### config.mk
export PLATFORM = sky130hd
export DESIGN_NAME = vectored_interrupt_unit
export DESIGN_NICKNAME = d
export VERILOG_FILES = /design/src/pkg/irq_pkg.sv /design/src/verilog/irq_entry_seq.sv /design/src/verilog/vectored_interrupt_unit.sv
export SDC_FILE = /design/constraint.sdc
export NUM_CORES = 1
export LEC_CHECK = 0
export BUFFER_PORTS_ARGS = -buffer_cell sky130_fd_sc_hd__buf_2
export CAP_MARGIN = 0
export CORE_AREA = 3 3 112 114
export CTS_CLUSTER_DIAMETER = 200
export DETAILED_ROUTE_END_ITERATION = 16
export DIE_AREA = 0 0 115 117
export SYNTH_ARGS = -nofsm -noshare
export SYNTH_HDL_FRONTEND = slang
export SYNTH_HIERARCHICAL = 1
export SYNTH_SLANG_ARGS = --single-unit
### constraint.sdc
create_clock -name clk -period 6.55 [get_ports clk]
set_input_delay 1.31 -clock clk [delete_from_list [all_inputs] [get_ports clk]]
set_output_delay 1.31 -clock clk [all_outputs]
set_load 0.02 [all_outputs]
### src/pkg/irq_pkg.sv
// constants shared by the vectored interrupt unit
package irq_pkg;
  localparam int          NUM_SRC      = 11;
  localparam int          VEC_W        = 10;
  localparam int          ADDR_W       = 8;
  // vector table: reset at the bottom, sources follow in priority order
  localparam logic [9:0]  VEC_RESET    = 10'h000;
  localparam logic [9:0]  VEC_FIRST    = 10'h001;
  localparam logic [9:0]  VEC_LAST     = 10'h00B;
  // source index (vector minus one)
  localparam int          SRC_EXT0     = 0;
  localparam int          SRC_PCHG     = 1;
  localparam int          SRC_T1CA     = 2;
  localparam int          SRC_T1CB     = 3;
  localparam int          SRC_T1OV     = 4;
  localparam int          SRC_T0OV     = 5;
  localparam int          SRC_SSTART   = 6;
  localparam int          SRC_SOVF     = 7;
  localparam int          SRC_EERDY    = 8;
  localparam int          SRC_COMP     = 9;
  localparam int          SRC_CONV     = 10;
  // general mask bits
  localparam int          GM_EXT0      = 0;
  localparam int          GM_PCHG      = 1;
  localparam int          GM_SSTART    = 2;
  localparam int          GM_SOVF      = 3;
  localparam int          GM_EERDY     = 4;
  localparam int          GM_COMP      = 5;
  localparam int          GM_CONV      = 6;
  // timer mask bits
  localparam int          TM_T1CA      = 0;
  localparam int          TM_T1CB      = 1;
  localparam int          TM_T1OV      = 2;
  localparam int          TM_T0OV      = 3;
  // register byte addresses
  localparam logic [7:0]  OFS_GMASK    = 8'h00;
  localparam logic [7:0]  OFS_TMASK    = 8'h04;
  localparam logic [7:0]  OFS_FLAGS    = 8'h08;
  localparam logic [7:0]  OFS_CTRL     = 8'h0C;
  localparam logic [7:0]  OFS_EVSTAT   = 8'h10;
  localparam logic [7:0]  OFS_EVMASK   = 8'h14;
  localparam logic [7:0]  OFS_VECTOR   = 8'h18;
  // reset values
  localparam logic [7:0]  RST_MASK     = 8'h00;
  localparam logic [10:0] RST_FLAGS    = 11'h000;
  localparam logic        RST_GIE      = 1'b0;
  localparam logic [1:0]  RST_EV       = 2'h0;
  // event status bits
  localparam int          EV_ENTRY     = 0;
  localparam int          EV_RETURN    = 1;
  // interrupt entry length in clock cycles
  localparam logic [2:0]  ENTRY_CYCLES = 3'h4;
  localparam logic [1:0]  RESP_OKAY    = 2'h0;
  localparam logic [1:0]  RESP_SLVERR  = 2'h2;
endpackage

### src/verilog/irq_entry_seq.sv
// interrupt entry sequencer: holds the core busy while the pc is pushed
`timescale 1ns/1ps
`default_nettype none
module irq_entry_seq import irq_pkg::*; (
  input  wire logic clk,
  input  wire logic nrst,
  input  wire logic start,
  output logic      busy,
  output logic      push
);
  logic [2:0] cnt_reg;
  logic [2:0] cnt_next;
  logic       push_reg;
  logic       push_next;

  // load the entry length on start, count down to idle
  always_comb begin
    cnt_next  = cnt_reg;
    push_next = start;
    if (start) begin
      cnt_next = ENTRY_CYCLES;
    end else if (cnt_reg != 3'h0) begin
      cnt_next = cnt_reg - 3'h1;
    end
  end

  always_ff @(posedge clk or negedge nrst) begin
    if (!nrst) begin
      cnt_reg  <= 3'h0;
      push_reg <= 1'b0;
    end else begin
      cnt_reg  <= cnt_next;
      push_reg <= push_next;
    end
  end

  assign busy = (cnt_reg != 3'h0);
  assign push = push_reg;
endmodule
`default_nettype wire

### src/verilog/vectored_interrupt_unit.sv
// vectored interrupt unit with axi4-lite register access
// Behaviour
// - eleven sources plus reset, each with its own vector
// - a source requests only with its enable and the global enable set
// - lowest vector wins; reset highest, then external request zero
// - vectors 0x000 to 0x00B in the fixed source order
// - enables live in a general mask and a timer mask, 8 bits each
// - accepting an interrupt clears the global enable
// - setting global enable inside a handler allows nesting
// - return from interrupt sets the global enable
// - loading the vector clears that source's pending flag
// - writing one to a flag clears it, zero leaves it
// - events set flags even when disabled; flags stay until served
// - entry takes at least four cycles while the pc is pushed
// - a multicycle instruction completes before the interrupt is taken
// - after return one main instruction runs before any interrupt
// - flags held while globally disabled are served later by priority
//
// Design decisions made here: register access over AXI4-Lite and the address map.
`timescale 1ns/1ps
`default_nettype none
module vectored_interrupt_unit import irq_pkg::*; (
  input  wire logic              clk,
  input  wire logic              nrst,
  input  wire logic [ADDR_W-1:0] s_axi_awaddr,
  input  wire logic              s_axi_awvalid,
  output logic                   s_axi_awready,
  input  wire logic [31:0]       s_axi_wdata,
  input  wire logic [3:0]        s_axi_wstrb,
  input  wire logic              s_axi_wvalid,
  output logic                   s_axi_wready,
  output logic [1:0]             s_axi_bresp,
  output logic                   s_axi_bvalid,
  input  wire logic              s_axi_bready,
  input  wire logic [ADDR_W-1:0] s_axi_araddr,
  input  wire logic              s_axi_arvalid,
  output logic                   s_axi_arready,
  output logic [31:0]            s_axi_rdata,
  output logic [1:0]             s_axi_rresp,
  output logic                   s_axi_rvalid,
  input  wire logic              s_axi_rready,
  input  wire logic [10:0]       src_evt,
  input  wire logic              instr_boundary,
  input  wire logic              return_from_irq,
  output logic [VEC_W-1:0]       vector_addr,
  output logic                   take_strobe,
  output logic                   pc_push,
  output logic                   entry_busy,
  output logic                   irq
);
  // axi write and read channel state
  logic [ADDR_W-1:0] awaddr_reg, awaddr_next;
  logic              awfull_reg, awfull_next;
  logic [31:0]       wdata_reg, wdata_next;
  logic              wstrb0_reg, wstrb0_next;
  logic              wfull_reg, wfull_next;
  logic              bvalid_reg, bvalid_next;
  logic [1:0]        bresp_reg, bresp_next;
  logic              rvalid_reg, rvalid_next;
  logic [1:0]        rresp_reg, rresp_next;
  logic [31:0]       rdata_reg, rdata_next;
  // block state
  logic [7:0]        general_irq_mask_reg, general_irq_mask_next;
  logic [7:0]        timer_irq_mask_reg, timer_irq_mask_next;
  logic [10:0]       flag_reg, flag_next;
  logic              gie_reg, gie_next;
  logic [1:0]        evstat_reg, evstat_next;
  logic [1:0]        evmask_reg, evmask_next;
  logic              hold_reg, hold_next;
  logic              rst_pend_reg, rst_pend_next;
  logic [VEC_W-1:0]  vec_reg, vec_next;
  logic              take_reg, take_next;
  // decoded helpers
  logic              wr_do, rd_do;
  logic [10:0]       enable, req_vec, w1c;
  logic [3:0]        win_idx;
  logic              any_req, accept;
  logic              ev_entry, ev_return;

  assign wr_do = awfull_reg && wfull_reg && !bvalid_reg;
  assign rd_do = s_axi_arvalid && s_axi_arready;

  // per-source enable assembled from the two mask registers
  always_comb begin
    enable              = 11'h000;
    enable[SRC_EXT0]    = general_irq_mask_reg[GM_EXT0];
    enable[SRC_PCHG]    = general_irq_mask_reg[GM_PCHG];
    enable[SRC_T1CA]    = timer_irq_mask_reg[TM_T1CA];
    enable[SRC_T1CB]    = timer_irq_mask_reg[TM_T1CB];
    enable[SRC_T1OV]    = timer_irq_mask_reg[TM_T1OV];
    enable[SRC_T0OV]    = timer_irq_mask_reg[TM_T0OV];
    enable[SRC_SSTART]  = general_irq_mask_reg[GM_SSTART];
    enable[SRC_SOVF]    = general_irq_mask_reg[GM_SOVF];
    enable[SRC_EERDY]   = general_irq_mask_reg[GM_EERDY];
    enable[SRC_COMP]    = general_irq_mask_reg[GM_COMP];
    enable[SRC_CONV]    = general_irq_mask_reg[GM_CONV];
  end

  // requests gated by own and global enable
  assign req_vec = gie_reg ? (flag_reg & enable) : 11'h000;
  assign any_req = |req_vec;

  // lowest index, hence lowest vector, wins
  always_comb begin
    win_idx = 4'h0;
    for (int i = NUM_SRC - 1; i >= 0; i--) begin
      if (req_vec[i]) begin
        win_idx = 4'(i);
      end
    end
  end

  // accept only on an instruction boundary, out of entry, not straight
  // after a return, and after the reset vector
  assign accept = any_req && instr_boundary && !hold_reg && !entry_busy
                  && !rst_pend_reg;

  // entry sequencer keeps the core busy while the pc is pushed
  irq_entry_seq u_seq (
    .clk   (clk),
    .nrst  (nrst),
    .start (accept),
    .busy  (entry_busy),
    .push  (pc_push)
  );

  // axi write and read channel next state
  always_comb begin
    awaddr_next = awaddr_reg;
    awfull_next = awfull_reg;
    wdata_next  = wdata_reg;
    wstrb0_next = wstrb0_reg;
    wfull_next  = wfull_reg;
    bvalid_next = bvalid_reg;
    bresp_next  = bresp_reg;
    rvalid_next = rvalid_reg;
    rresp_next  = rresp_reg;
    rdata_next  = rdata_reg;
    if (s_axi_awvalid && s_axi_awready) begin
      awaddr_next = s_axi_awaddr;
      awfull_next = 1'b1;
    end
    if (s_axi_wvalid && s_axi_wready) begin
      wdata_next  = s_axi_wdata;
      wstrb0_next = s_axi_wstrb[0];
      wfull_next  = 1'b1;
    end
    if (wr_do) begin
      awfull_next = 1'b0;
      wfull_next  = 1'b0;
      bvalid_next = 1'b1;
      bresp_next  = RESP_OKAY;
      if (awaddr_reg[7:2] > OFS_EVMASK[7:2] || awaddr_reg[1:0] != 2'h0) begin
        bresp_next = RESP_SLVERR;
      end
    end else if (bvalid_reg && s_axi_bready) begin
      bvalid_next = 1'b0;
    end
    if (rd_do) begin
      rvalid_next = 1'b1;
      rresp_next  = RESP_OKAY;
      case (s_axi_araddr)
        OFS_GMASK:  rdata_next = {24'h000000, general_irq_mask_reg};
        OFS_TMASK:  rdata_next = {24'h000000, timer_irq_mask_reg};
        OFS_FLAGS:  rdata_next = {21'h000000, flag_reg};
        OFS_CTRL:   rdata_next = {30'h00000000, hold_reg, gie_reg};
        OFS_EVSTAT: rdata_next = {30'h00000000, evstat_reg};
        OFS_EVMASK: rdata_next = {30'h00000000, evmask_reg};
        OFS_VECTOR: rdata_next = {22'h000000, vec_reg};
        default: begin
          rdata_next = 32'h00000000;
          rresp_next = RESP_SLVERR;
        end
      endcase
    end else if (rvalid_reg && s_axi_rready) begin
      rvalid_next = 1'b0;
    end
  end

  always_ff @(posedge clk or negedge nrst) begin
    if (!nrst) begin
      awaddr_reg <= 8'h00;
      awfull_reg <= 1'b0;
      wdata_reg  <= 32'h00000000;
      wstrb0_reg <= 1'b0;
      wfull_reg  <= 1'b0;
      bvalid_reg <= 1'b0;
      bresp_reg  <= RESP_OKAY;
      rvalid_reg <= 1'b0;
      rresp_reg  <= RESP_OKAY;
      rdata_reg  <= 32'h00000000;
    end else begin
      awaddr_reg <= awaddr_next;
      awfull_reg <= awfull_next;
      wdata_reg  <= wdata_next;
      wstrb0_reg <= wstrb0_next;
      wfull_reg  <= wfull_next;
      bvalid_reg <= bvalid_next;
      bresp_reg  <= bresp_next;
      rvalid_reg <= rvalid_next;
      rresp_reg  <= rresp_next;
      rdata_reg  <= rdata_next;
    end
  end

  assign s_axi_awready = !awfull_reg;
  assign s_axi_wready  = !wfull_reg;
  assign s_axi_bvalid  = bvalid_reg;
  assign s_axi_bresp   = bresp_reg;
  assign s_axi_arready = !rvalid_reg;
  assign s_axi_rvalid  = rvalid_reg;
  assign s_axi_rresp   = rresp_reg;
  assign s_axi_rdata   = rdata_reg;

  // write-one-to-clear mask for the pending flags
  assign w1c = (wr_do && wstrb0_reg && awaddr_reg == OFS_FLAGS)
               ? wdata_reg[10:0] : 11'h000;
  assign ev_entry  = accept;
  assign ev_return = return_from_irq;

  // register file, flags, global enable and vector next state
  always_comb begin
    general_irq_mask_next = general_irq_mask_reg;
    timer_irq_mask_next   = timer_irq_mask_reg;
    gie_next              = gie_reg;
    evmask_next           = evmask_reg;
    hold_next             = hold_reg;
    rst_pend_next         = 1'b0;
    vec_next              = vec_reg;
    take_next             = 1'b0;
    // clears first, then sets, so a new event always survives
    flag_next  = flag_reg & ~w1c;
    if (accept) begin
      flag_next[win_idx] = 1'b0;
    end
    flag_next  = flag_next | src_evt;
    evstat_next = evstat_reg;
    if (wr_do && wstrb0_reg && awaddr_reg == OFS_EVSTAT) begin
      evstat_next = evstat_reg & ~wdata_reg[1:0];
    end
    evstat_next[EV_ENTRY]  = evstat_next[EV_ENTRY] | ev_entry;
    evstat_next[EV_RETURN] = evstat_next[EV_RETURN] | ev_return;
    if (wr_do && wstrb0_reg) begin
      case (awaddr_reg)
        OFS_GMASK:  general_irq_mask_next = wdata_reg[7:0];
        OFS_TMASK:  timer_irq_mask_next   = wdata_reg[7:0];
        OFS_CTRL:   gie_next              = wdata_reg[0];
        OFS_EVMASK: evmask_next           = wdata_reg[1:0];
        default: begin
        end
      endcase
    end
    if (return_from_irq) begin
      gie_next  = 1'b1;
      hold_next = 1'b1;
    end else if (hold_reg && instr_boundary) begin
      hold_next = 1'b0;
    end
    if (rst_pend_reg) begin
      vec_next  = VEC_RESET;
      take_next = 1'b1;
    end
    if (accept) begin
      gie_next  = 1'b0;
      vec_next  = VEC_FIRST + {6'h00, win_idx};
      take_next = 1'b1;
    end
  end

  always_ff @(posedge clk or negedge nrst) begin
    if (!nrst) begin
      general_irq_mask_reg <= RST_MASK;
      timer_irq_mask_reg   <= RST_MASK;
      flag_reg             <= RST_FLAGS;
      gie_reg              <= RST_GIE;
      evstat_reg           <= RST_EV;
      evmask_reg           <= RST_EV;
      hold_reg             <= 1'b0;
      rst_pend_reg         <= 1'b1;
      vec_reg              <= VEC_RESET;
      take_reg             <= 1'b0;
    end else begin
      general_irq_mask_reg <= general_irq_mask_next;
      timer_irq_mask_reg   <= timer_irq_mask_next;
      flag_reg             <= flag_next;
      gie_reg              <= gie_next;
      evstat_reg           <= evstat_next;
      evmask_reg           <= evmask_next;
      hold_reg             <= hold_next;
      rst_pend_reg         <= rst_pend_next;
      vec_reg              <= vec_next;
      take_reg             <= take_next;
    end
  end

  assign vector_addr = vec_reg;
  assign take_strobe = take_reg;
  assign irq         = |(evstat_reg & evmask_reg);
endmodule
`default_nettype wire

Yosys cells after proc, flatten, opt, wreduce, memory -nomap -nowiden
Index checks and enable logic that the tools add are counted.
{"block": "totals", "output_inout_bits": 55, "ramBits": 0, "inputBits": 72, "memories": 0, "reg_bits": 109, "latch_bits": 0, "romBits": 0}
{"block": "classes", "n_bitwise": 11, "n_reduce_logical": 44, "n_mul": 0, "n_lt_le_gt_ge": 3, "n_mux": 40, "shifts": 0, "n_eq_ne": 11, "n_div": 0, "addsub": 2}
{"operator": "$pmux 11 s7", "count": 1}
{"operator": "$mux 4", "count": 11}
{"operator": "$eq 8x5->1 const B", "count": 5}
{"operator": "$and 11x11->11", "count": 3}
{"operator": "$mux 11", "count": 3}
{"operator": "$eq 8x4->1 const B", "count": 4}
{"operator": "$not 11->11", "count": 2}
{"operator": "$mux 10", "count": 2}
{"operator": "$mux 1", "count": 17}
{"operator": "$eq 8x3->1 const B", "count": 2}
{"operator": "$logic_and 1x1->1", "count": 16}
{"operator": "$logic_not 8->1", "count": 2}
{"operator": "$reduce_bool 2->1", "count": 8}
{"operator": "$or 11x11->11", "count": 1}
{"operator": "$reduce_or 11->1", "count": 1}
{"operator": "$reduce_bool 3->1", "count": 3}
{"operator": "$reduce_and 2->1", "count": 4}
{"operator": "$logic_not 1->1", "count": 7}
{"operator": "$reduce_or 7->1", "count": 1}
{"operator": "$gt 6x3->1 const B", "count": 1}
{"operator": "$mux 2", "count": 3}
{"operator": "$mux 3", "count": 2}
{"operator": "$add 1x4->5 const A", "count": 1}
{"operator": "$lt 4x5->1 const B", "count": 1}
{"operator": "other kinds (8)", "count": 10}

Logic depth before layout (Yosys ltp)
Gate-level depths: netlist (run 1).
{"block": "logic_depth", "word_depth": 21, "mapped_depth": 9, "depth_no_buf": 9}

By module
Netlist (run 1), hierarchy kept.
{"mod": "vectored_interrupt_unit", "cells_per_inst": 353, "area_each_um2": 3860.0, "n_inst": 1}
{"mod": "irq_entry_seq", "cells_per_inst": 17, "area_each_um2": 202.7, "n_inst": 1}

Worst setup path after synthesis (run 1)
OpenSTA, ideal clock, no wires.
{"block": "synth_path", "kind": "in2reg", "startpoint": "input port instr_boundary", "endpoint": "register u_seq.cnt_reg[0]", "setup_slack_ps": 3830, "setup_time_ps": 125, "t_arrival_ps": 2595, "stages": 5, "n_path_buf": 0, "path_cell_list": "nor3b_1 -> nand2_1 -> a31oi_1 -> and2b_1 -> mux2_2"}
{"block": "synth_between", "elab_chain_cells": 5, "elab_cells_between_ends": 6, "classes_between": "mux (1); reduce/logical (5)"}
{"element": "start: declaration", "line_no": "vectored_interrupt_unit.sv:43", "source": "input wire logic instr_boundary,"}
{"element": "$logic_and 1x1->1 * (3 in a row)", "line_no": "vectored_interrupt_unit.sv:115", "source": "assign accept = any_req && instr_boundary && !hold_reg && !entry_busy"}
{"element": "$logic_and 1x1->1 *", "line_no": "vectored_interrupt_unit.sv:116", "source": "&& !rst_pend_reg;"}
{"element": "named net accept", "line_no": "vectored_interrupt_unit.sv:77", "source": "logic any_req, accept;"}
{"element": "$mux 3 / $reduce_bool 2->1 (equally long branches)"}
{"element": "end signal: assignment", "line_no": "irq_entry_seq.sv:32", "source": "cnt_reg <= cnt_next;"}
{"element": "end: declaration", "line_no": "irq_entry_seq.sv:11", "source": "logic [2:0] cnt_reg;"}
Mark *: on every way through the listed nets, which the timed path passes. The rest lies on a longest branch.
A chain may end at the register's enable or synchronous reset.

Final worst setup path (run 1)
Same ends and word-level chain as after synthesis.

==> out/results.env, run 1 <==
STATUS='complete, no violations'
PLACEDCELLCOUNT=578
TIMING.FINAL.CRIT_SHARE_PCT=45.5
CP_SLOWEST_CELL='sky130_fd_sc_hd__a31oi_1'
CTS_RESIZED=0
SYNTHXORXNORAREAFRAC_PCT=0.216
GRT_USAGE_PCT=14.2
CTS_POST_SETUP_BUFFERS_INSERTED=0
WORST_EP_REQUIRED_TIME_NS=6.77
TIMING.CLOCK.SKEW_NS=0.00610
CTS_MADE_BUFFERS=9
STDCELL_COUNT=594
YOSYS-MUX-AREA-FRACTION_PCT=13.6
P_SW_W=0.000533
MULTIINPUTGATEAREA_MM2=0.00184
CLOCK-SINKS=81
SLOWEST_DELAY_NS=0.61
SETUP_VIOLATIONS=0
CRIT_FANOUT=7
CTS-HTREE-LEVELS=3
CLASSIFICATION_OF_THE_WORST_SLACK_HOLD_PATH='reg -> reg'
START_KIND='primary input'
COMPOUND_CELL_AREA_SHARE_OF_THE_YOSYS_NETLIST_PCT=14.6
LAYOUT-AREA-OVERHEAD-VS-SYNTH_PCT=17.3
FP.COREAREA_MM2=0.0115
DIE_WIDTH_UM=115
MAX_FREQ_MHz=336
CTS.CLK_SLEW.WORST_PATHS_NS=0.06
POWER_DENSITY_mW_PER_MM2=347
FIRSTDRTPASSITERS=4
TIMING_WORST_SLEW_PIN_VALUE_NS=1.05
DIE_H_UM=117
FINALHOLDVIOLCOUNT=0
WORST_SLEW_MARGIN_REL_PCT=29.8
RSZ0062_AT_GRT='no'
YOSYS.CELL_TYPES.COUNT=58
CELLS_ALONG_THE_CRITICAL_PATH='buf_2 -> nor3b_1 -> nand2_1 -> a31oi_1 -> and2b_1 -> mux2_2'
INSERTEDDIODECOUNT=0
FINALNETCOUNT=524
SYN_INST=370
CLOCK_LATENCY_ON_THE_WORST_SKEW_PAIR_NS=0.33
FIN_HOLD_WS_NS=0.486
INITIAL_UTILIZATION_PCT=35.3
ANT_NETS=0
SEQ_POWER_SHARE_PCT=43.4
DRIVE_GT1_SHARE_PCT=30.6
ROW_COUNT=39
CP.ARRIVAL_NS=3.19
P_INT_W=0.00112
DR.FIRST_ITER.DRC_COUNT=130
STATIC-LEAKAGE-POWER_nW=2.25
POST_SYNTH_INSTANCE_AREA_MM2=0.00406
SYNTH.AREA.TOP_CELLS='sky130_fd_sc_hd__dfrtp_1 49%, sky130_fd_sc_hd__mux2_2 11%, sky130_fd_sc_hd__buf_4 5.2%, sky130_fd_sc_hd__nand2_1 3.7%, sky130_fd_sc_hd__a22oi_1 2.4%'
TIMING.SETUP.CRITICAL_PATH_CLASS='in -> reg'
BUFFER_PORTS.INSERTED=74
BUFFER_CELL_DRIVING_THE_CLOCK_TREE_ROOT='sky130_fd_sc_hd__clkbuf_16'
DIE-AREA_MM2=0.0135
POST_SYNTH_FA_HA_MAJ_AREA_FRACTION_PCT=1.85
DESIGN_POWER_TOTAL_W=0.00165
YOSYSWARNINGCOUNT=6
GRT_MAX_DEGREE=82
CRIT_FAMILY='simple AND/OR/NAND/NOR gates'
WORST-R2R-SETUP-SLACK_NS=3.84
POST_SYNTH_AND_OR_NAND_NOR_AREA_FRACTION_PCT=12.3
COMBINATIONAL_FAMILY_WITH_THE_MOST_AREA_AFTER_SYNTHESIS='compound AO/OA/AOI/OAI gates'
GRT_PASS1_WL_UM=14800
NETSWITCHINGFRACTION_PCT=32.2
CLOCKPOWERSHARE_PCT=30.1
CTS.PATH.MAX_BUFFERS=2
DP_HPWL_UM=7130
VIA_COUNT=2954
SYNTH.FF_LATCH_COUNT=81
YS_ASYNC_SR_FRACTION_PCT=100
FINAL_CELL_UTILIZATION_OF_THE_CORE_PCT=41.4
CP_NUM_BUF_INV=1
FINAL_PERIOD_MINUS_WORST_SETUP_SLACK_NS=2.98
MAX_CAP_VIOL_COUNT=0
IO_PINS=127
ROUTE.FINAL.WIRE_LENGTH_UM=9410
CTS_TREE='yes'
POWER_FRAC_COMB_PCT=26.4
SYNTH-EDFF-COUNT=0
SYNTH_LARGEST_AREA_CELL='sky130_fd_sc_hd__dfrtp_1'
SYNTH_FLOP_CELL='sky130_fd_sc_hd__dfrtp_1'
POSTSYNTHAREAPERCELL_UM2=11.0
CONGESTION_OVERFLOW_GR=0
WIRE_PER_INST_UM=15.8
DRC_ERRORS=0
VDD.IR_DROP.WORST_mV=0.255
TIMING.CRITICAL_PATH.TO_TYPE='flip-flop'
FLIP_FLOP_AND_LATCH_AREA_MM2=0.00203
FINAL-MAX-SLEW-VIOLATION-COUNT=0
GRT_PASS1_VIAS=2820
SYNTH_LARGEST_TYPE_AREA_FRACTION_PCT=49.3
NUMBER_OF_ANTENNA_VIOLATIONS_AT_THE_FIRST_CHECK_IN_GLOBAL_ROUTING=0
DETAIL_ROUTE.VIAS_PER_CELL=4.97
N_FILL_CELL=1134
FINALSETUPTNS_NS=0
CTSHOLDBUFFERS=0
YOSYSSEQAREASHARE_PCT=49.9
GP_CONGESTION=0.815
[per-stage QoR]
step | setup WS (ns) | instance area (um2)
floorplan | 3.83 | 4170
global placement | 3.24 | 4470
detailed placement | 3.23 | 4470
CTS | 3.58 | 4770
global route | 3.50 | 4770
finish | 3.57 | 4770
[power groups by stage]
stage	combinational, W	sequential [W]	clock, W
2_1_floorplan	0.000333	0.000697	0
3_3_place_gp	0.000428	0.000720	0
3_5_place_dp	0.000439	0.000725	0
4_1_cts	0.000441	0.000717	0.000512
5_1_grt	0.000482	0.000736	0.000539
6_report	0.000437	0.000718	0.000498
[worst register-to-register path: stages, from the launching register on]
cell and delay [ns]:
sky130_fd_sc_hd__dfrtp_1 0.39, sky130_fd_sc_hd__inv_1 0.09, sky130_fd_sc_hd__ha_1 0.23, sky130_fd_sc_hd__nand2b_4 0.08, sky130_fd_sc_hd__nor3b_1 0.44, sky130_fd_sc_hd__nand2_1 0.25, sky130_fd_sc_hd__a31oi_1 0.61, sky130_fd_sc_hd__and2b_1 0.26
sky130_fd_sc_hd__mux2_2 0.25
[cells by family after synthesis]
group           Yosys count
compound gates           84
xor+xnor                  1
fa+ha+maj                 6
buf+inv                  51
flops                    81
mux                      50
other cells               1
simple gates             96
[final timing paths]
kind,startpoint,to,cells past startpoint
setup / recovery,instr_boundary,u_seq/cnt_reg[0],6
hold / removal,s_axi_rdata[1],s_axi_rdata[1],2
setup reg to reg,u_seq/cnt_reg[0],u_seq/cnt_reg[0],8
hold reg to reg,s_axi_rdata[1],s_axi_rdata[1],2
max in group asynchronous,nrst,vector_addr[0],1
min in group asynchronous,nrst,awfull_reg,1
[cell type report]
class                           count  area share [%]
Tap cell                          143            3.75
Timing Repair Buffer               74            7.82
Clock buffer                       12            5.17
Multi-Input combinational cell    266            38.5
Sequential cell                    81            42.5
Inverter                           14            1.10
Clock inverter                      4            1.10
[per-layer routing]
metal  wire [um]  GRT usage [%]  vias to the layer above
met5           0              0                        -
met4          67           3.05                        0
met1        4790           21.4                     1401
met3         649           3.80                        8
li1            -              -                     1433
met2        3900           20.5                      112
[Yosys cell counts (7+ instances only)]
| master | n |
|---|---|
| sky130_fd_sc_hd__buf_4 | 28 |
| sky130_fd_sc_hd__nand3_1 | 8 |
| sky130_fd_sc_hd__dfrtp_1 | 80 |
| sky130_fd_sc_hd__a22o_1 | 7 |
| sky130_fd_sc_hd__a22oi_1 | 13 |
| sky130_fd_sc_hd__a31o_1 | 7 |
| sky130_fd_sc_hd__inv_1 | 14 |
| sky130_fd_sc_hd__nor2_1 | 15 |
| sky130_fd_sc_hd__mux2_2 | 40 |
| sky130_fd_sc_hd__mux2i_1 | 9 |
| sky130_fd_sc_hd__nand2_1 | 40 |
| sky130_fd_sc_hd__a21oi_1 | 9 |
| sky130_fd_sc_hd__clkbuf_1 | 7 |
| sky130_fd_sc_hd__o21ai_0 | 16 |
[placed cells by master (no fill, tap or decap), types with 2 or more instances in the layout]
master,n
sky130_fd_sc_hd__dfrtp_1,80
sky130_fd_sc_hd__buf_2,73
sky130_fd_sc_hd__nand2_1,40
sky130_fd_sc_hd__mux2_2,40
sky130_fd_sc_hd__conb_1,29
sky130_fd_sc_hd__o21ai_0,16
sky130_fd_sc_hd__nor2_1,15
sky130_fd_sc_hd__inv_1,14
sky130_fd_sc_hd__a22oi_1,13
sky130_fd_sc_hd__a21oi_1,9
sky130_fd_sc_hd__mux2i_1,9
sky130_fd_sc_hd__clkbuf_16,9
sky130_fd_sc_hd__nand3_1,8
sky130_fd_sc_hd__a22o_1,7
sky130_fd_sc_hd__a31o_1,7
sky130_fd_sc_hd__a21o_1,6
sky130_fd_sc_hd__o22ai_1,6
sky130_fd_sc_hd__ha_1,6
sky130_fd_sc_hd__nor2b_1,5
sky130_fd_sc_hd__and3_1,4
sky130_fd_sc_hd__o21a_1,3
sky130_fd_sc_hd__nor3b_1,3
sky130_fd_sc_hd__nor3_1,3
sky130_fd_sc_hd__nand2b_1,3
sky130_fd_sc_hd__clkinvlp_4,3
sky130_fd_sc_hd__a31oi_1,2
sky130_fd_sc_hd__a211oi_1,2
sky130_fd_sc_hd__nand2_2,2
sky130_fd_sc_hd__clkbuf_1,2
Power figures use the tool's default switching activity.
==> run 2, diff against run 1 <==
ABC_AREA = 1   (was not set)
CORE_AREA = 3 3 113 115   (was 3 3 112 114)
DIE_AREA = 0 0 116 118   (was 0 0 115 117)
clock period = 3 ns   (was 6.55 ns; I/O delays follow)
==> run 2 against run 1 <==
  * Area after synthesis rose by 1.8%
  * Final cell count increased by 22%
  * Register-to-register slack got worse by 3.1 ns
  * Critical path depth up 11
==> out/results.env, run 2 <==
STATUS='complete, no violations'  # unchanged
POWER_FRAC_COMB_PCT=27.2  # was 26.4%
CONGESTION_OVERFLOW_GR=0  # unchanged
RR_WORST_DEPTH=17  # was 8
P_SW_W=0.00123  # was 0.000533 W
RSZ0062_AT_GRT='no'  # unchanged
CTS_MADE_BUFFERS=9  # unchanged
DP_HPWL_UM=7670  # was 7130 um
GRT_PASS1_VIAS=3217  # was 2,820
CTS-HTREE-LEVELS=3  # unchanged
CLOCK-SINKS=81  # unchanged
CP.ARRIVAL_NS=2.52  # was 3.19 ns
CLOCK_LATENCY_ON_THE_WORST_SKEW_PAIR_NS=0.35  # was 0.33 ns
ROW_COUNT=40  # was 39
SYN_INST=495  # was 370
COUNT_LEADER_SYNTH='sky130_fd_sc_hd__nand2_1'  # was sky130_fd_sc_hd__dfrtp_1
P_INT_W=0.00230  # was 0.00112 W
SETUP_VIOLATIONS=0  # unchanged
SYNTH-EDFF-COUNT=0  # unchanged
TIMING.SETUP.CRITICAL_PATH_CLASS='reg -> reg'  # was in -> reg
TIMING.CLOCK.SKEW_NS=0.00983  # was 0.00610 ns
BUFFER_PORTS.INSERTED=74  # unchanged
PRE_CTS_WS_NS=0.728  # was 3.23 ns
CLASSIFICATION_OF_THE_WORST_SLACK_HOLD_PATH='in -> async'  # was reg -> reg
MOST-COMMON-LAYOUT-CELLS='109 x sky130_fd_sc_hd__nand2_1, 80 x sky130_fd_sc_hd__dfrtp_1, 73 x sky130_fd_sc_hd__buf_2, 62 x sky130_fd_sc_hd__inv_1, 44 x sky130_fd_sc_hd__nor2_1'  # was 80 x sky130_fd_sc_hd__dfrtp_1, 73 x sky130_fd_sc_hd__buf_2, 40 x sky130_fd_sc_hd__nand2_1, 40 x sky130_fd_sc_hd__mux2_2, 29 x sky130_fd_sc_hd__conb_1
POST_SYNTH_INSTANCE_AREA_MM2=0.00414  # was 0.00406 mm2
YOSYS.CELL_TYPES.COUNT=40  # was 58
DR.FIRST_ITER.DRC_COUNT=229  # was 130
CTS_TREE='yes'  # unchanged
VIA_COUNT=3392  # was 2,954
CP_NUM_BUF_INV=3  # was 1
BUFFER_CELL_DRIVING_THE_CLOCK_TREE_ROOT='sky130_fd_sc_hd__clkbuf_16'  # unchanged
TIMING.CRITICAL_PATH.MODE_CELL='sky130_fd_sc_hd__nand2_1'
INITIAL_UTILIZATION_PCT=34.7  # was 35.3%
POWER_DENSITY_mW_PER_MM2=725  # was 347 mW/mm2
WORST_EP_REQUIRED_TIME_NS=3.23  # was 6.77 ns
NETSWITCHINGFRACTION_PCT=34.8  # was 32.2%
CLOCKPOWERSHARE_PCT=32.3  # was 30.1%
WIRE_PER_INST_UM=13.6  # was 15.8 um
CTS.PATH.MAX_BUFFERS=2  # unchanged
FINAL_PERIOD_MINUS_WORST_SETUP_SLACK_NS=2.28
SYNTH.FF_LATCH_COUNT=81  # unchanged
CTS.CLK_SLEW.WORST_PATHS_NS=0.07  # was 0.06 ns
GP_CONGESTION=0.892  # was 0.815
SLOWEST_DELAY_NS=0.62  # was 0.61 ns
STATIC-LEAKAGE-POWER_nW=2.54  # was 2.25 nW
FINALSETUPTNS_NS=0  # unchanged
TIMING_WORST_SLEW_PIN_VALUE_NS=1.01  # was 1.05 ns
INSERTEDDIODECOUNT=0  # unchanged
FINALHOLDVIOLCOUNT=0  # unchanged
PATH_DEPTH=17  # was 6
CTSHOLDBUFFERS=0  # unchanged
DRIVE_GT1_SHARE_PCT=20.3  # was 30.6%
NUMBER_OF_ANTENNA_VIOLATIONS_AT_THE_FIRST_CHECK_IN_GLOBAL_ROUTING=0  # unchanged
SYNTH.AREA.TOP_CELLS='sky130_fd_sc_hd__dfrtp_1 48%, sky130_fd_sc_hd__nand2_1 9.9%, sky130_fd_sc_hd__inv_1 5.6%, sky130_fd_sc_hd__buf_4 5.1%, sky130_fd_sc_hd__nand3_1 4.4%'  # was sky130_fd_sc_hd__dfrtp_1 49%, sky130_fd_sc_hd__mux2_2 11%, sky130_fd_sc_hd__buf_4 5.2%, sky130_fd_sc_hd__nand2_1 3.7%, sky130_fd_sc_hd__a22oi_1 2.4%
SYNTH_FLOP_CELL='sky130_fd_sc_hd__dfrtp_1'  # unchanged
FIN_WS_NS=0.716  # was 3.57 ns
FP.COREAREA_MM2=0.0119  # was 0.0115 mm2
LAYOUT-AREA-OVERHEAD-VS-SYNTH_PCT=17.5  # was 17.3%
YOSYS-TOP-CELLS-COUNT='109 x sky130_fd_sc_hd__nand2_1, 80 x sky130_fd_sc_hd__dfrtp_1, 62 x sky130_fd_sc_hd__inv_1'  # was 80 x sky130_fd_sc_hd__dfrtp_1, 40 x sky130_fd_sc_hd__mux2_2, 40 x sky130_fd_sc_hd__nand2_1
CRIT-REG2REG-LAUNCH='gie_reg'  # was u_seq/cnt_reg[0]
TIMING.CRITICAL_PATH.TO_TYPE='flip-flop'  # unchanged
SYNTH_LARGEST_AREA_CELL='sky130_fd_sc_hd__dfrtp_1'  # unchanged
CP_SLOWEST_CELL='sky130_fd_sc_hd__dfrtp_1'  # was sky130_fd_sc_hd__a31oi_1
YS_ASYNC_SR_FRACTION_PCT=100  # unchanged
IO_PINS=127  # unchanged
GRT_PASS1_WL_UM=16300  # was 14,800 um
CRIT_FANOUT=14  # was 7
DIE_H_UM=118  # was 117 um
DIE_WIDTH_UM=116  # was 115 um
MAX_FREQ_MHz=438
FINALNETCOUNT=650  # was 524
GRT_MAX_DEGREE=82  # unchanged
MAX_CAP_VIOL_COUNT=0  # unchanged
N_FILL_CELL=1239  # was 1,134
GRT_USAGE_PCT=15.3  # was 14.2%
DETAIL_ROUTE.VIAS_PER_CELL=4.69  # was 4.97
WORST-R2R-SETUP-SLACK_NS=0.72  # was 3.84 ns
FIRSTDRTPASSITERS=4  # unchanged
ANT_NETS=0  # unchanged
ROUTE.FINAL.WIRE_LENGTH_UM=9820  # was 9410 um
DESIGN_POWER_TOTAL_W=0.00353  # was 0.00165 W
YOSYSSEQAREASHARE_PCT=49.0  # was 49.9%
CTS_RESIZED=0  # unchanged
TIMING.FINAL.CRIT_SHARE_PCT=76.1
DIE-AREA_MM2=0.0137  # was 0.0135 mm2
SYNTH_LARGEST_TYPE_AREA_FRACTION_PCT=48.4  # was 49.3%
FINAL-MAX-SLEW-VIOLATION-COUNT=0  # unchanged
R2R_END='flag_reg[7]'  # was u_seq/cnt_reg[0]
POSTSYNTHAREAPERCELL_UM2=8.36  # was 11.0 um2
VDD.IR_DROP.WORST_mV=0.409  # was 0.255 mV
YOSYSWARNINGCOUNT=6  # unchanged
CTS_POST_SETUP_BUFFERS_INSERTED=0  # unchanged
DRC_ERRORS=0  # unchanged
START_KIND='flip-flop'  # was primary input
CELLS_ALONG_THE_CRITICAL_PATH='inv_1 -> nor2_1 -> nand2_1 -> nand2_1 -> nand2_1 -> nand2_1 -> nand2_1 -> nand2_1 -> nand2_1 -> nand2_1 -> nand2_1 -> inv_1 -> ha_1 -> inv_1 -> or2_1 -> nor2_1 -> o21bai_1'  # was buf_2 -> nor3b_1 -> nand2_1 -> a31oi_1 -> and2b_1 -> mux2_2
LAYOUT_COMMONEST_CELL='sky130_fd_sc_hd__nand2_1'  # was sky130_fd_sc_hd__dfrtp_1
CRIT_FAMILY='simple AND/OR/NAND/NOR gates'  # unchanged
WORST_SLEW_MARGIN_REL_PCT=32.4  # was 29.8%
SEQ_POWER_SHARE_PCT=40.4  # was 43.4%
-- run 2: cell count changes after synthesis, sizes merged, moves of 9 or more --
| cell | previous run | this run |
|---|---|---|
| nand3 | 8 | 38 |
| mux2i | 9 | 0 |
| a22oi | 13 | 0 |
| inv | 14 | 65 |
| nor2 | 15 | 49 |
| o21ai | 17 | 44 |
| nand2 | 42 | 114 |
| mux2 | 41 | 6 |
| a21oi | 9 | 18 |
-- run 2: cells by family after synthesis --
logic type / count (synthesis) / share of synthesized area (%)
buf+inv: 101 / 12.0
fa+ha+maj: 6 / 1.81
other cells: 1 / 0.0906
flops: 81 / 49.0
simple gates: 218 / 24.1
compound gates: 82 / 11.4
mux: 6 / 1.63
-- run 2: area by class of cell --
cell class,instances,area (um2),share of cell area (%)
well taps,147,184,3.78
inverters,65,244,5.02
repair buffers,74,373,7.67
clock buffers,10,239,4.92
flip-flops and latches,81,2030,41.7
clock inverters,6,75.1,1.54
multi-input cells,341,1720,35.4
-- run 2: power groups by stage --
stage | sequential [W] | clock, W | combinational (W)
6_report | 0.00143 | 0.00114 | 0.000961
5_1_grt | 0.00145 | 0.00122 | 0.00111
4_1_cts | 0.00143 | 0.00118 | 0.000974
3_5_place_dp | 0.00145 | 0 | 0.000969
3_3_place_gp | 0.00144 | 0 | 0.000939
2_1_floorplan | 0.00144 | 0 | 0.000720
-- run 2: metrics by stage --
stage	instances	cell area, um2	util (%)	hold WS, ns
after global routing	724	4860	40.8	0.436
after detailed placement	708	4550	38.2	0.464
after floorplan	523	4240	-	0.304
final	724	4860	40.8	0.400
after CTS	724	4860	40.8	0.409
after global placement	708	4550	38.2	0.462
-- run 2: worst max path at each step --
stage / startpoint / endpoint / slack, ns
detailed placement: gie_reg / flag_reg[7] / 0.73
global route: gie_reg / flag_reg[7] / 0.46
finish: gie_reg / flag_reg[7] / 0.72
global placement: gie_reg / flag_reg[7] / 0.71
floorplan: gie_reg / flag_reg[7] / 1.12
CTS: gie_reg / flag_reg[7] / 0.71
-- run 2: routing by layer --
layer | vias up | global-route usage, % | part of all wire [%]
met4 | 0 | 5.87 | 1.8
met5 | - | 0 | 0
li1 | 1705 | - | -
met2 | 114 | 22.1 | 43
met3 | 13 | 3.29 | 7.2
met1 | 1560 | 22.2 | 48
==> run 3, diff against run 2 <==
ABC_AREA = 0   (was 1)
CORE_AREA = 3 3 112 114   (was 3 3 113 115)
DIE_AREA = 0 0 115 117   (was 0 0 116 118)
clock period = 2 ns   (was 3 ns; I/O delays follow)
==> run 3 against run 2 <==
  * Via count down 8.0%
  * Combinational power rose by 75%
  * Core utilization grew 3.9 points
  * Sequential share of layout area shrank 2.3 points
  * Routed wire length is 2.2% higher
  * Register-to-register slack worse by 0.63 ns
==> out/results.env, run 3 (same netlist as run 1, synthesis figures left out) <==
GRTUSAGEMET3_PCT=3.96  # was 3.29%
FINALHOLDVIOLCOUNT=0  # unchanged
HOLD_DEPTH=2
DIE_WIDTH_UM=115  # was 116 um
TIMING_WORST_SLEW_PIN_VALUE_NS=0.510  # was 1.01 ns
FINAL-MAX-SLEW-VIOLATION-COUNT=0  # unchanged
P_INT_W=0.00384  # was 0.00230 W
INSERTEDDIODECOUNT=0  # unchanged
MOST-COMMON-LAYOUT-CELLS='80 x sky130_fd_sc_hd__dfrtp_1, 73 x sky130_fd_sc_hd__buf_2, 40 x sky130_fd_sc_hd__mux2_2, 39 x sky130_fd_sc_hd__nand2_1'  # was 109 x sky130_fd_sc_hd__nand2_1, 80 x sky130_fd_sc_hd__dfrtp_1, 73 x sky130_fd_sc_hd__buf_2, 62 x sky130_fd_sc_hd__inv_1, 44 x sky130_fd_sc_hd__nor2_1
ROUTE.FINAL.WIRE_LENGTH_UM=10000  # was 9820 um
CTS.PATH.MAX_BUFFERS=2  # unchanged
SETUP_VIOLATIONS=0  # unchanged
TIMING.FINAL.CRIT_SHARE_PCT=95.6  # was 76.1%
MAX_FREQ_MHz=523  # was 438 MHz
GRT_PASS1_VIAS=3036  # was 3,217
FINAL_PERIOD_MINUS_WORST_SETUP_SLACK_NS=1.91  # was 2.28 ns
NETSWITCHINGFRACTION_PCT=32.9  # was 34.8%
DIE-AREA_MM2=0.0135  # was 0.0137 mm2
FINALNETCOUNT=555  # was 650
P_SW_W=0.00188  # was 0.00123 W
NUMBER_OF_ANTENNA_VIOLATIONS_AT_THE_FIRST_CHECK_IN_GLOBAL_ROUTING=0  # unchanged
VIA_COUNT=3121  # was 3,392
GLOBAL_ROUTE.USAGE.MET2_PCT=22.7  # was 22.1%
BUFFER_CELL_DRIVING_THE_CLOCK_TREE_ROOT='sky130_fd_sc_hd__clkbuf_16'  # unchanged
CLOCKPOWERSHARE_PCT=29.8  # was 32.3%
RSZ0062_AT_GRT='yes'  # was no
CP.ARRIVAL_NS=2.14  # was 2.52 ns
PLACEDCELLCOUNT=604  # was 708
ANT_NETS=0  # unchanged
CTS_MADE_BUFFERS=9  # unchanged
FP.COREAREA_MM2=0.0115  # was 0.0119 mm2
INITIAL_UTILIZATION_PCT=35.3  # was 34.7%
DETAIL_ROUTE.VIAS_PER_CELL=4.99  # was 4.69
LAYOUT_COMMONEST_CELL='sky130_fd_sc_hd__dfrtp_1'  # was sky130_fd_sc_hd__nand2_1
WORST_SLEW_MARGIN_REL_PCT=65.6  # was 32.4%
STDCELL_COUNT=625  # was 724
WORST_EP_REQUIRED_TIME_NS=2.22  # was 3.23 ns
BUFFER_PORTS.INSERTED=74  # unchanged
USE_MET1_PCT=21.6  # was 22.2%
CTS.CLK_SLEW.WORST_PATHS_NS=0.06  # was 0.07 ns
START_KIND='flip-flop'  # unchanged
TIMING.CRITICAL_PATH.TO_TYPE='flip-flop'  # unchanged
POWER_FRAC_COMB_PCT=29.4  # was 27.2%
WIRE_PER_INST_UM=16.1  # was 13.6 um
ROW_COUNT=39  # was 40
TIMING.SETUP.CRITICAL_PATH_CLASS='reg -> reg'  # unchanged
DP_HPWL_UM=7730  # was 7670 um
POWER_DENSITY_mW_PER_MM2=1110  # was 725 mW/mm2
DIE_H_UM=117  # was 118 um
CONGESTION_OVERFLOW_GR=0  # unchanged
STATUS='complete, no violations'  # unchanged
MAX_CAP_VIOL_COUNT=0  # unchanged
FINALSETUPTNS_NS=0  # unchanged
CLASSIFICATION_OF_THE_WORST_SLACK_HOLD_PATH='in -> reg'  # was in -> async
SEQ_POWER_SHARE_PCT=40.8  # was 40.4%
GP_CONGESTION=0.822  # was 0.892
LAYOUT-AREA-OVERHEAD-VS-SYNTH_PCT=26.7  # was 17.5%
GRT_MAX_DEGREE=53  # was 82
IO_PINS=127  # unchanged
GRT_USAGE_PCT=15.1  # was 15.3%
VDD.IR_DROP.WORST_mV=0.569  # was 0.409 mV
RR_WORST_DEPTH=9  # was 17
FIN_HOLD_WS_NS=0.240  # was 0.400 ns
FIRSTDRTPASSITERS=4  # unchanged
GRT.BUSIEST_LAYER='met2'  # was met1
DRIVE_GT1_SHARE_PCT=38.4  # was 20.3%
DRC_ERRORS=0  # unchanged
TIMING.CLOCK.SKEW_NS=0.00675  # was 0.00983 ns
DR.FIRST_ITER.DRC_COUNT=164  # was 229
FINAL_CELL_UTILIZATION_OF_THE_CORE_PCT=44.7  # was 40.8%
CLOCK-SINKS=81  # unchanged
STATIC-LEAKAGE-POWER_nW=2.47  # was 2.54 nW
CTS-HTREE-LEVELS=3  # unchanged
CLOCK_LATENCY_ON_THE_WORST_SKEW_PAIR_NS=0.33  # was 0.35 ns
CRIT_FANOUT=5  # was 14
GRT_PASS1_WL_UM=15800  # was 16,300 um
CTS_TREE='yes'  # unchanged
run 3: changes by cell type in the layout (fill, tap and decap cells not counted), moves of 18 or more:
cell                      delta
sky130_fd_sc_hd__nand2_1    -70
sky130_fd_sc_hd__nor2_1     -30
sky130_fd_sc_hd__o21ai_0    -18
sky130_fd_sc_hd__nand3_1    -28
sky130_fd_sc_hd__inv_1      -49
sky130_fd_sc_hd__buf_4      +28
sky130_fd_sc_hd__mux2_2     +34
run 3: critical path: stages (launching register included):
cell	delay, ns
sky130_fd_sc_hd__dfrtp_1	0.38
sky130_fd_sc_hd__inv_1	0.09
sky130_fd_sc_hd__ha_2	0.22
sky130_fd_sc_hd__nand2b_4	0.07
sky130_fd_sc_hd__nor3b_4	0.27
sky130_fd_sc_hd__nand2_4	0.12
sky130_fd_sc_hd__nor3b_2	0.23
sky130_fd_sc_hd__buf_4	0.16
sky130_fd_sc_hd__nand2_1	0.05
sky130_fd_sc_hd__a31o_1	0.20
run 3: worst paths after layout:
kind,start,to,slack [ns]
setup / recovery,u_seq/cnt_reg[0],flag_reg[7],0.09
hold / removal,s_axi_rready,s_axi_rvalid,0.24
setup reg to reg,u_seq/cnt_reg[0],flag_reg[7],0.09
hold reg to reg,s_axi_rdata[10],s_axi_rdata[10],0.48
max in group asynchronous,nrst,s_axi_bresp[1],0.84
min in group asynchronous,nrst,s_axi_rvalid,0.54
run 3: power by group through the flow:
stage	Combinational, W	Sequential (W)	Clock [W]
after global routing	0.00186	0.00240	0.00182
after detailed placement	0.00156	0.00236	0
after global placement	0.00152	0.00235	0
final	0.00168	0.00234	0.00170
after CTS	0.00158	0.00233	0.00175
after floorplan	0.00110	0.00228	0
run 3: what timing repair did:
action | in CTS | in global routing
hold endpoints to repair | 2 | 0
pin swaps | 0 | 6
gates resized for setup | 2 | 19
setup endpoints to repair | 6 | 30
hold buffers | 1 | 0
setup buffers | 0 | 4
run 3: layout make-up:
cell class / count / area [um2]
Tap cell: 143 / 179
Sequential cell: 81 / 2030
Inverter: 14 / 52.6
Clock inverter: 5 / 61.3
Timing Repair Buffer: 105 / 633
Clock buffer: 11 / 253
Multi-Input combinational cell: 266 / 1940
Fill cell: 1124 / 6370
run 3: layer usage:
metal	vias up	routed length, um
li1	1497	-
met1	1513	4560
met2	103	4670
met3	8	714
met4	0	95
met5	-	0
run 3: metrics by stage:
| stage | setup WS, ns | power [W] | area, um2 |
|---|---|---|---|
| floorplan | 0.0222 | 0.00338 | 4180 |
| global placement | -0.0169 | 0.00387 | 4700 |
| detailed placement | -0.0445 | 0.00392 | 4700 |
| CTS | -0.0170 | 0.00567 | 5030 |
| global route | -0.0318 | 0.00608 | 5150 |
| finish | 0.0883 | 0.00572 | 5150 |
